--- config.mk ---
export PLATFORM = sky130hd
export DESIGN_NAME = rtcpw_top
export DESIGN_NICKNAME = d
export VERILOG_FILES = /design/src/hdl/rtcpw_pkg.sv /design/src/hdl/rtcpw_top.sv
export SDC_FILE = /design/constraint.sdc
export NUM_CORES = 1
export LEC_CHECK = 0
export ABC_AREA = 1
export BUFFER_PORTS_ARGS = -buffer_cell sky130_fd_sc_hd__buf_2
export CAP_MARGIN = 20
export CORE_AREA = 3 3 103 105
export CTS_CLUSTER_DIAMETER = 80
export CTS_CLUSTER_SIZE = 28
export DETAILED_ROUTE_END_ITERATION = 10
export DIE_AREA = 0 0 106 108
export GPL_TIMING_DRIVEN = 1
export PLACE_DENSITY = 0.77
export SLEW_MARGIN = 40
export SYNTH_ARGS = -nofsm -noshare
export SYNTH_HDL_FRONTEND = slang
export SYNTH_SLANG_ARGS = --single-unit
--- constraint.sdc ---
create_clock -name pclk -period 2.3 [get_ports pclk]
set_input_delay 0.115 -clock pclk [delete_from_list [all_inputs] [get_ports pclk]]
set_output_delay 0.115 -clock pclk [all_outputs]
set_load 0.02 [all_outputs]
--- src/hdl/rtcpw_pkg.sv ---
package rtcpw_pkg;

    // ----------------------------------------------------------------
    // register map
    // ----------------------------------------------------------------
    localparam logic [7:0]  ADDR_WDHR      = 8'h00;
    localparam logic [7:0]  ADDR_MINSEC    = 8'h04;
    localparam logic [7:0]  ADDR_WINDOW    = 8'h08;
    localparam logic [7:0]  ADDR_CTRL      = 8'h0C;
    localparam logic [7:0]  ADDR_CLOCK     = 8'h10;
    localparam logic [7:0]  ADDR_STATUS    = 8'h14;
    localparam logic [7:0]  ADDR_MASK      = 8'h18;

    // ----------------------------------------------------------------
    // field layout
    // ----------------------------------------------------------------
    localparam logic [15:0] WDHR_MASK      = 16'h073F;
    localparam logic [15:0] MINSEC_MASK    = 16'h7F7F;
    localparam int          DAY_LSB        = 8;
    localparam int          STAB_LSB       = 8;
    localparam int          CTRL_UNLOCK    = 0;
    localparam int          CTRL_PWR_EN    = 1;
    localparam int          CTRL_CLKEN     = 2;
    localparam int          CTRL_PINPWC    = 3;
    localparam int          CTRL_MSB       = 7;
    localparam int          MMASK_LSB      = 4;
    localparam logic [7:0]  SAMP_ALWAYS    = 8'hFF;
    localparam logic [2:0]  DAY_MAX        = 3'h6;

    // status bits: alarm event, sample window closed
    localparam int          ST_ALARM       = 0;
    localparam int          ST_DONE        = 1;

    // ----------------------------------------------------------------
    // reset values
    // ----------------------------------------------------------------
    localparam logic [15:0] RST_ZERO16     = 16'h0000;
    localparam logic [7:0]  RST_ZERO8      = 8'h00;
    localparam logic [1:0]  RST_ZERO2      = 2'h0;

    typedef enum logic [1:0] {PW_IDLE, PW_STAB, PW_SAMP} rtcpw_state_t;

endpackage

--- src/hdl/rtcpw_top.sv ---
`timescale 1ns/1ns
module rtcpw_top (
    input  wire logic        pclk,
    input  wire logic        presetn,
    input  wire logic        psel,
    input  wire logic        penable,
    input  wire logic        pwrite,
    input  wire logic [7:0]  paddr,
    input  wire logic [31:0] pwdata,
    output logic      [31:0] prdata,
    output logic             pready,
    output logic             pslverr,
    input  wire logic        wake_pin,
    output logic             power_ctrl_out,
    output logic             sample_open,
    output logic             wake_seen,
    output logic             irq
);
    import rtcpw_pkg::*;

    // ----------------------------------------------------------------
    // state
    // ----------------------------------------------------------------
    typedef struct packed {
        logic [15:0]  wdhr;
        logic [15:0]  minsec;
        logic [15:0]  window;
        logic [7:0]   ctrl;
        logic [18:0]  clock;
        logic [1:0]   status;
        logic [1:0]   mask;
        rtcpw_state_t st;
        logic [7:0]   cnt;
        logic         wake_s1;
        logic         wake_s2;
        logic         wake;
        logic [31:0]  rdata;
    } rtcpw_regs_t;

    rtcpw_regs_t s_r;
    rtcpw_regs_t s_nxt;

    logic        wr;
    logic        rd;
    logic        alarm_event;
    logic        pwc_run;
    logic [3:0]  mmask;
    logic [7:0]  stab_len;
    logic [7:0]  samp_len;
    logic        samp_always;
    logic        dig_s;
    logic        dig_m;
    logic        dig_h;
    logic        dig_d;
    logic        mapped;

    // ----------------------------------------------------------------
    // decode and match
    // ----------------------------------------------------------------
    // zero wait states: the access phase always completes at once
    assign pready   = 1'b1;
    assign mapped   = (paddr <= ADDR_MASK) && (paddr[1:0] == 2'b00);
    assign pslverr  = psel && penable && !mapped;
    assign wr       = psel && penable && pwrite && mapped;
    assign rd       = psel && !penable && !pwrite;
    assign stab_len = s_r.window[15:STAB_LSB];
    assign samp_len = s_r.window[7:0];
    assign samp_always = (samp_len == SAMP_ALWAYS);
    assign mmask    = s_r.ctrl[CTRL_MSB:MMASK_LSB];
    // digits of the value being written, so the alarm fires as the clock reaches it
    assign dig_s    = pwdata[6:0] == s_r.minsec[6:0];
    assign dig_m    = pwdata[14:8] == s_r.minsec[14:8];
    assign dig_h    = pwdata[5:0] == s_r.wdhr[5:0];
    assign dig_d    = pwdata[18:16] == s_r.wdhr[10:DAY_LSB];
    // mask 0: every clock update while CTRL_CLKEN is set; 1..3 add seconds, minutes, hours; 4+ adds weekday
    assign alarm_event = s_r.ctrl[CTRL_CLKEN] && (wr && paddr == ADDR_CLOCK) &&
                         ((mmask < 4'h1) || dig_s) && ((mmask < 4'h2) || dig_m) &&
                         ((mmask < 4'h3) || dig_h) && ((mmask < 4'h4) || dig_d);
    assign pwc_run  = s_r.ctrl[CTRL_CLKEN] && s_r.ctrl[CTRL_PWR_EN] &&
                      s_r.ctrl[CTRL_PINPWC];

    // ----------------------------------------------------------------
    // next-state logic
    // ----------------------------------------------------------------
    always_comb begin
        s_nxt = s_r;
        s_nxt.wake_s1 = wake_pin;
        s_nxt.wake_s2 = s_r.wake_s1;
        s_nxt.wake = 1'b0;
        // register writes
        if (wr) begin
            unique case (paddr)
                ADDR_WDHR: begin
                    if (s_r.ctrl[CTRL_UNLOCK] &&
                        pwdata[10:DAY_LSB] <= DAY_MAX) begin
                        s_nxt.wdhr = pwdata[15:0] & WDHR_MASK;
                    end
                end
                ADDR_MINSEC: s_nxt.minsec = pwdata[15:0] & MINSEC_MASK;
                ADDR_WINDOW: begin
                    if (s_r.ctrl[CTRL_UNLOCK]) begin
                        s_nxt.window = pwdata[15:0];
                    end
                end
                ADDR_CTRL:   s_nxt.ctrl = pwdata[7:0];
                ADDR_CLOCK:  s_nxt.clock = pwdata[18:0];
                ADDR_MASK:   s_nxt.mask = pwdata[1:0];
                default: begin
                end
            endcase
        end
        // window sequencer
        unique case (s_r.st)
            PW_IDLE: begin
            end
            PW_STAB: begin
                if (s_r.cnt <= 8'h01) begin
                    s_nxt.st  = PW_SAMP;
                    s_nxt.cnt = samp_len;
                end else begin
                    s_nxt.cnt = s_r.cnt - 8'h01;
                end
            end
            PW_SAMP: begin
                if (s_r.cnt <= 8'h01) begin
                    s_nxt.st = PW_IDLE;
                    s_nxt.status[ST_DONE] = 1'b1;
                end else begin
                    s_nxt.cnt = s_r.cnt - 8'h01;
                end
            end
        endcase
        if (!pwc_run && s_r.st != PW_IDLE) begin
            s_nxt.st = PW_IDLE;
        end
        // an alarm restarts the sequence from the top
        if (alarm_event && pwc_run) begin
            if (stab_len == RST_ZERO8) begin
                s_nxt.st  = PW_SAMP;
                s_nxt.cnt = samp_len;
            end else begin
                s_nxt.st  = PW_STAB;
                s_nxt.cnt = stab_len;
            end
        end
        // zero-length sample window collapses straight back to idle
        if (s_nxt.st == PW_SAMP && s_nxt.cnt == RST_ZERO8 && !samp_always) begin
            s_nxt.st = PW_IDLE;
        end
        // sample wake-ups only while open
        if (sample_open && s_r.wake_s2) begin
            s_nxt.wake = 1'b1;
        end
        // status: write-one-to-clear, hardware set wins
        if (wr && paddr == ADDR_STATUS) begin
            s_nxt.status = s_r.status & ~pwdata[1:0];
        end
        if (alarm_event) begin
            s_nxt.status[ST_ALARM] = 1'b1;
        end
        if (s_r.st == PW_SAMP && s_nxt.st == PW_IDLE && pwc_run) begin
            s_nxt.status[ST_DONE] = 1'b1;
        end
        // read data captured in setup phase
        s_nxt.rdata = 32'h0000_0000;
        if (rd) begin
            unique case (paddr)
                ADDR_WDHR:   s_nxt.rdata = {16'h0000, s_r.wdhr & WDHR_MASK};
                ADDR_MINSEC: s_nxt.rdata = {16'h0000, s_r.minsec & MINSEC_MASK};
                ADDR_WINDOW: s_nxt.rdata = {16'h0000, s_r.window};
                ADDR_CTRL:   s_nxt.rdata = {24'h00_0000, s_r.ctrl};
                ADDR_CLOCK:  s_nxt.rdata = {13'h0000, s_r.clock};
                ADDR_STATUS: s_nxt.rdata = {24'h00_0000, 2'h0, s_r.st, 2'h0, s_r.status};
                ADDR_MASK:   s_nxt.rdata = {30'h0000_0000, s_r.mask};
                default:     s_nxt.rdata = 32'h0000_0000;
            endcase
        end
    end

    // ----------------------------------------------------------------
    // state register
    // ----------------------------------------------------------------
    always_ff @(posedge pclk or negedge presetn) begin
        if (!presetn) begin
            s_r <= '0;
        end else begin
            s_r <= s_nxt;
        end
    end

    // outputs
    assign prdata         = s_r.rdata;
    assign sample_open    = samp_always || (s_r.st == PW_SAMP);
    assign power_ctrl_out = pwc_run && (s_r.st != PW_IDLE);
    assign wake_seen      = s_r.wake;
    assign irq            = |(s_r.status & s_r.mask);
endmodule

==> results of run 1 <==
-- how the worst max path moves through the flow --
stage                      startpoint                   to  slack (ns)  cells past startpoint
floorplan           s_r[35]$_DFF_PN0_  s_r[48]$_DFFE_PN0P_        0.38                     18
global route        s_r[35]$_DFF_PN0_  s_r[48]$_DFFE_PN0P_       -0.13                     19
detailed placement  s_r[35]$_DFF_PN0_  s_r[48]$_DFFE_PN0P_      -0.003                     18
global placement    s_r[35]$_DFF_PN0_  s_r[48]$_DFFE_PN0P_        0.12                     18
finish              s_r[35]$_DFF_PN0_  s_r[48]$_DFFE_PN0P_        0.01                     19
CTS                 s_r[35]$_DFF_PN0_  s_r[48]$_DFFE_PN0P_       0.003                     19
-- cells in the final DEF, fill, tap and decap left out, types with 2 or more instances in the layout --
| cell type | netlist | final |
|---|---|---|
| dlygate4sd3_1 | 0 | 5 |
| nor2_1 | 49 | 45 |
| nor3_1 | 4 | 4 |
| nand2_1 | 229 | 221 |
| inv_1 | 82 | 78 |
| ha_4 | 0 | 2 |
| buf_6 | 1 | 2 |
| nor2_4 | 1 | 3 |
| conb_1 | 2 | 14 |
| inv_2 | 14 | 17 |
| o21ai_1 | 4 | 8 |
| a31oi_1 | 3 | 3 |
| or2_2 | 5 | 4 |
| o21a_1 | 2 | 2 |
| nor2_2 | 1 | 3 |
| o22ai_1 | 6 | 6 |
| xor2_1 | 3 | 3 |
| nand2_2 | 3 | 11 |
| nand3_1 | 19 | 19 |
| o211ai_1 | 4 | 4 |
| buf_2 | 1 | 55 |
| clkbuf_8 | 0 | 13 |
| a21oi_1 | 24 | 23 |
| ha_1 | 5 | 3 |
| clkinv_1 | 4 | 4 |
| dfrtp_1 | 102 | 101 |
| xnor2_1 | 3 | 3 |
| o21ai_0 | 77 | 71 |
| a221oi_1 | 8 | 8 |
| nand4_1 | 12 | 12 |
| buf_4 | 34 | 25 |
| and3_1 | 2 | 2 |
| o21ai_2 | 1 | 3 |
| a22oi_1 | 2 | 2 |
-- per-stage QoR --
step / util, % / area [um2] / cells / setup WS, ns
after floorplan: - / 5560 / 742 / 0.380
after global placement: 59.8 / 5810 / 897 / 0.122
after detailed placement: 59.8 / 5810 / 897 / -0.00343
after CTS: 62.4 / 6070 / 916 / 0.00270
after global routing: 64.4 / 6270 / 929 / -0.128
final: 64.4 / 6270 / 929 / 0.0137
-- what timing repair did --
| action | in CTS | in global routing |
|---|---|---|
| gates resized for setup | 1 | 36 |
| buffers inserted | 0 | 12 |
| hold endpoints to repair | 49 | 1 |
| pin swaps | 0 | 18 |
| setup endpoints to repair | 1 | 2 |
| hold buffers | 4 | 1 |
-- layout make-up --
class | instances | share of cell area, %
tap | 133 | 2.65
inverter | 100 | 6.03
timing repair buffer | 88 | 8.86
sequential | 102 | 40.7
multi-input combinational | 491 | 38.2
clock buffer | 13 | 2.85
clock inverter | 2 | 0.619
-- sequential cells by signal (all words and copies together) (netlist names) --
name / flops
s_r: 77
prdata: 19
mmask: 4
s_nxt: 1
wake_seen: 1
-- report_power, final --
| part | switching, mW | leakage [nW] | total, mW | internal (mW) |
|---|---|---|---|---|
| combinational | 0.124 | 1.67 | 0.174 | 0.0501 |
| clock | 0.592 | 0.112 | 1.21 | 0.618 |
| sequential | 0.000740 | 1.35 | 1.79 | 1.79 |
-- Yosys cell counts (3+ instances only) --
cell type  instances
inv_1             82
o21ai_0           77
clkbuf_1          13
xnor2_1            3
a21oi_1           24
or2_2              5
a221oi_1           8
nand2_1          229
buf_4             34
inv_2             14
dfrtp_1          102
clkinv_1           4
o21ai_1            4
nor2_1            49
xor2_1             3
o22ai_1            6
nand4_1           12
ha_1               5
o211ai_1           4
nand2_2            3
nor3_1             4
a31oi_1            3
nand3_1           19
-- worst max-delay path, delay by kind of cell, from the launching register on --
kind | cells | cell delay (ns)
AND/OR/NAND/NOR | 13 | 1.20
flip-flops | 1 | 0.45
buffers and inverters | 3 | 0.20
AO/OA/AOI/OAI | 2 | 0.18
adder cells (fa/ha/maj) | 1 | 0.16
-- metal layers --
metal	vias to the layer above	track usage [%]
li1	2402	-
met1	2290	34.8
met2	209	39.3
met3	35	4.96
met4	0	11.7
met5	-	0
-- cell families after synthesis --
group / Yosys count / share of synthesized area [%]
AOI/OAI and AO/OA: 135 / 13.7
xor gates and xnor gates: 6 / 0.953
adders and majority gates: 5 / 1.13
buffers and inverters: 149 / 12.6
DFF: 102 / 46.3
other: 2 / 0.136
and+or+nand+nor: 331 / 25.2
==> metrics, run 1 <==
area of the multi-input gates=2400 um2; synthesized flop and latch total=102; critical-path cell list=inv_2 -> ha_4 -> nor2_4 -> inv_2 -> nand4_1 -> nor2_2 -> nand2_1 -> o21ai_1 -> nand2_1 -> o21ai_1 -> inv_1 -> nand2_1 -> nand2_2 -> nand2_2 -> nor2_2 -> nand3_1 -> nand2_1 -> nand2_1 -> nand2_1; Die Width=106 um; endpoints failing setup=0; crit share post-route=99.4%; Seq. cell area=2550 um2; core area=9730 um2; Max IR drop VDD=0.349 mV; die height=108 um; R2R Path Start=s_r[35]$_DFF_PN0_; DIE AREA=11400 um2; Final Power=3.18 mW; CP Launch Type=register; global-route wire length before repair=22800 um; FP Rows=36; vias in the first global route=4634; Fin. Hold Viols=0; type of the worst setup path=reg2reg; HPWL Detailed=10300 um; clk buf depth=2; reg2reg setup slack=0.01 ns; filler instances=869; Antenna diodes=0; Placer Congestion=0.912; Ports=84; Ys Warns=0; syn_area_per_cell=7.56 um2; Worst-Margin Slew=0.783 ns; IO buf count=56; Max Cap Viol=0; DRC=0; Vias=4936; Leakage=3.12 nW; Synth top area share=46.3%; Critical Path AT=2.54 ns; Reg2Reg Capture Point=s_r[48]$_DFFE_PN0P_; PwrDens=507 nW/um2; gr usage total=25.3%; share of cells above drive strength 1=19.0%; Mapped Area=5520 um2; ANT nets after route=0; initial core utilization=56.7%; largest net degree at the start of global routing=49; slowest cell on the critical path=dfrtp_2; 1st-pass router iterations=6; data required time of the worst path=2.56 ns; Synth cell types=41; Total Wirelength=14000 um; RSZ-0062 raised after global routing=yes; Layout Area Growth over Synthesis=13.7%; Hold EP=s_r[67]$_DFFE_PN0N_; met2 WL=6550 um; NumNets Final=843; number of flops mapped to enable cells by yosys=0; Min-Delay Path Depth=3; setup tns final=0 ns; TritonCTS clock tree=done; clock slew seen by the registers of the worst setup and hold paths=0.09 ns; H-tree Lvls=3; DR WL/cell=15.1 um; worst clock skew=0.00832 ns; gr ovfl total=0; hold slack final=0.0154 ns; Synth area leaders=dfrtp_1 46%, nand2_1 16%, o21ai_0 7.0%, inv_1 5.6%, buf_4 4.6%; worst hold-check path type=in2reg; CTS Buf Count=9; met3 wire length=1050 um; hold path start=pwdata[18]; Mapped Cells=730; Max Freq=437 MHz; Seq/Total Area, Yosys=46.3%; outcome=finished, final reports clean; Async SR Flop Fraction=100%; drt via density=5.31; Root Driver=clkbuf_8; antenna violations before repair=0; crit-path max FO=5; Top Metal Used=met4; worst r2r path cells=19; Crit path top cell by count=nand2_1; max_slew headroom=47.3%; routed metal-1 wire length=5960 um; Pins Over Slew Limit=0; area leader, netlist=dfrtp_1; clk_lat worst skew=0.37 ns; Crit. End Element=register; Worst path max stage delay=0.45 ns; fin crit period=2.29 ns; DRT iter0 DRCs=512; ys flop type=dfrtp_1; clk sink count=102
(Power assumes the default switching activity.)
==> run 2, diff against run 1 <==
--- a/config.mk
+++ b/config.mk
@@ -6,13 +6,13 @@
 export NUM_CORES = 1
 export LEC_CHECK = 0
 export ABC_AREA = 1
-export BUFFER_PORTS_ARGS = -buffer_cell sky130_fd_sc_hd__buf_2
 export CAP_MARGIN = 20
-export CORE_AREA = 3 3 103 105
+export CORE_AREA = 3 3 98 100
 export CTS_CLUSTER_DIAMETER = 80
 export CTS_CLUSTER_SIZE = 28
 export DETAILED_ROUTE_END_ITERATION = 10
-export DIE_AREA = 0 0 106 108
+export DIE_AREA = 0 0 101 103
+export DONT_BUFFER_PORTS = 1
 export GPL_TIMING_DRIVEN = 1
 export PLACE_DENSITY = 0.77
 export SLEW_MARGIN = 40
==> metrics, run 2 (synthesis results as in run 1) <==
outcome=complete, but fails checks; failing checks=negative hold slack; Ports=84 (unchanged); core area=8760 um2 (-9.9%); Largest register FFs=77 (unchanged); clock slew seen by the registers of the worst setup and hold paths=0.11 ns (+0.02 ns); Top Metal Used=met4; worst r2r path cells=17 (-2); slowest cell on the critical path=dfrtp_1; gr ovfl total=0 (unchanged); sequential share of power=60.2% (+3.7 points); CP Launch Type=register; Crit. End Element=register; Crit path top cell by count=nand2_1; reg2reg setup slack=0.05 ns (+0.04 ns); Root Driver=clkbuf_8; max_slew headroom=54.8% (+7.4 points); crit-path max FO=3 (-2); Total Wirelength=14300 um (+2.5%); Vias=4953 (+0.34%); FP Rows=34 (-5.6%); fin crit period=2.25 ns (-0.0382 ns); share of cells above drive strength 1=9.75% (-9.2 points); antenna violations before repair=0 (unchanged); NetSw=0.738 mW (+3.1%); IO buf count=0 (-100%); clk buf depth=2 (unchanged); Int Power=2.25 mW (-8.8%); Leakage=2.84 nW (-9.2%); Switching Fraction=24.7% (+2.2 points); Max Cap Viol=0 (unchanged); 1st-pass router iterations=6 (unchanged); PwrDens=502 nW/um2 (-1.1%); DR WL/cell=16.7 um (+11%); global-route wire length before repair=22900 um (+0.61%); Die Width=101 um (-4.7%); Antenna diodes=0 (unchanged); Fin. Hold Viols=102 (+102); most frequent cells in the layout=228 x nand2_1, 102 x dfrtp_1, 80 x inv_1; crit share post-route=97.7% (-1.7 points); data required time of the worst path=2.57 ns (about the same); ANT nets after route=0 (unchanged); DRC=0 (unchanged); clk_lat worst skew=0.37 ns (about the same); critical-path cell list=inv_2 -> ha_4 -> nor2_1 -> inv_1 -> nand4_1 -> buf_4 -> or2_2 -> a21oi_2 -> a21oi_1 -> nand2_1 -> nand2_1 -> nand2_1 -> nor2_1 -> nand3_1 -> nand2_1 -> nand2_1 -> nand2_1; commonest non-fill, non-tap cell in the layout=nand2_1; setup tns final=0 ns (unchanged); R2R Path Start=s_r[35]$_DFF_PN0_; type of the worst setup path=reg2reg; Pins Over Slew Limit=0 (unchanged); delay-heaviest family, CP=simple AND/OR/NAND/NOR gates; Layout Area Growth over Synthesis=7.83%; RSZ-0062 raised after global routing=yes; Logic pwr share=4.2% (-1.3 points); H-tree Lvls=3 (unchanged); worst clock skew=0.0140 ns (+0.00573 ns); Clock power frac=35.7% (-2.4 points); Critical Path AT=2.51 ns (-0.03 ns); DIE AREA=10400 um2 (-9.1%); met3 wire length=1350 um (+28%); Max Freq=445 MHz (+1.7%); vias in the first global route=4609 (-0.54%); largest net degree at the start of global routing=103 (+110%); gr usage total=28.6% (+3.3 points); hold slack final=-0.571 ns (-0.586 ns); CTS Buf Count=9 (unchanged); Worst path max stage delay=0.42 ns (-0.03 ns); initial core utilization=62.9% (+6.2 points); register with the most flip-flops=s_r; Reg2Reg Capture Point=s_r[48]$_DFFE_PN0P_; clk sink count=102 (unchanged); TritonCTS clock tree=done; endpoints failing setup=0 (unchanged); met2 WL=6810 um (+4.1%); HPWL Detailed=10100 um (-2.5%); worst hold-check path type=in2async; Placer Congestion=0.996 (+9.1%); Final Power=2.98 mW (-6.1%); drt via density=5.78 (+8.8%); Buf/Inv on CP=3 (unchanged); DRT iter0 DRCs=540 (+5.5%); die height=103 um (-4.6%); Worst-Margin Slew=0.672 ns (-0.110 ns); routed metal-1 wire length=5790 um (-2.8%); Max IR drop VDD=0.365 mV (+4.6%); NumNets Final=795 (-5.7%)
==> run 2: cell types whose count changed in the layout (fill, tap and decap cells not counted), moves of 4 or more <==
cell	delta
buf_2	-55
buf_4	-9
clkbuf_8	-4
dlygate4sd3_1	+19
nand2_1	+7
nand2_2	-7
o21ai_0	+4
==> run 2: worst max-delay path by stage <==
stage | start | endpoint | depth (start not counted)
final | s_r[35]$_DFF_PN0_ | s_r[48]$_DFFE_PN0P_ | 17
after global routing | s_r[36]$_DFF_PN0_ | s_r[48]$_DFFE_PN0P_ | 17
after CTS | penable | prdata[6]$_DFF_PN0_ | 7
after detailed placement | s_r[35]$_DFF_PN0_ | s_r[48]$_DFFE_PN0P_ | 18
after global placement | s_r[35]$_DFF_PN0_ | s_r[48]$_DFFE_PN0P_ | 18
after floorplan | s_r[35]$_DFF_PN0_ | s_r[48]$_DFFE_PN0P_ | 18
==> run 2: cell type report <==
cell class | instances | area, um2
fill | 705 | 2820
inverter | 100 | 379
clock inverter | 7 | 55.1
clock buffer | 9 | 124
sequential | 102 | 2550
tap | 108 | 135
timing repair buffer | 40 | 360
multi-input combinational | 491 | 2340
==> run 2: repair_timing <==
action,CTS,global route
endpoints found under the hold margin,170,104
setup buffers,0,4
gates resized for setup,1,12
setup endpoints to repair,1,11
pin swaps,0,2
hold buffers,23,1
==> run 2: power by group through the flow <==
stage | logic (mW) | registers (mW) | clock network (mW)
4_1_cts | 0.120 | 1.80 | 1.07
3_5_place_dp | 0.0860 | 1.83 | 0
5_1_grt | 0.137 | 1.80 | 1.15
2_1_floorplan | 0.0879 | 1.83 | 0
3_3_place_gp | 0.0836 | 1.83 | 0
6_report | 0.124 | 1.79 | 1.06
==> run 2: metal layers <==
| metal | vias up | GRT usage, % |
|---|---|---|
| li1 | 2303 | - |
| met1 | 2319 | 38.0 |
| met2 | 288 | 47.3 |
| met3 | 43 | 5.62 |
| met4 | 0 | 9.82 |
| met5 | - | 0 |
==> run 2: per-stage QoR <==
| stage | util (%) | setup slack (ns) | std cells | area, um2 |
|---|---|---|---|---|
| 3_5_place_dp | 62.4 | 0.00996 | 813 | 5470 |
| 3_3_place_gp | 62.4 | 0.142 | 813 | 5470 |
| 4_1_cts | 67.1 | 0.00673 | 852 | 5880 |
| 6_report | 67.9 | 0.0519 | 857 | 5950 |
| 5_1_grt | 67.9 | -0.162 | 857 | 5950 |
| 2_1_floorplan | - | 0.380 | 742 | 5560 |
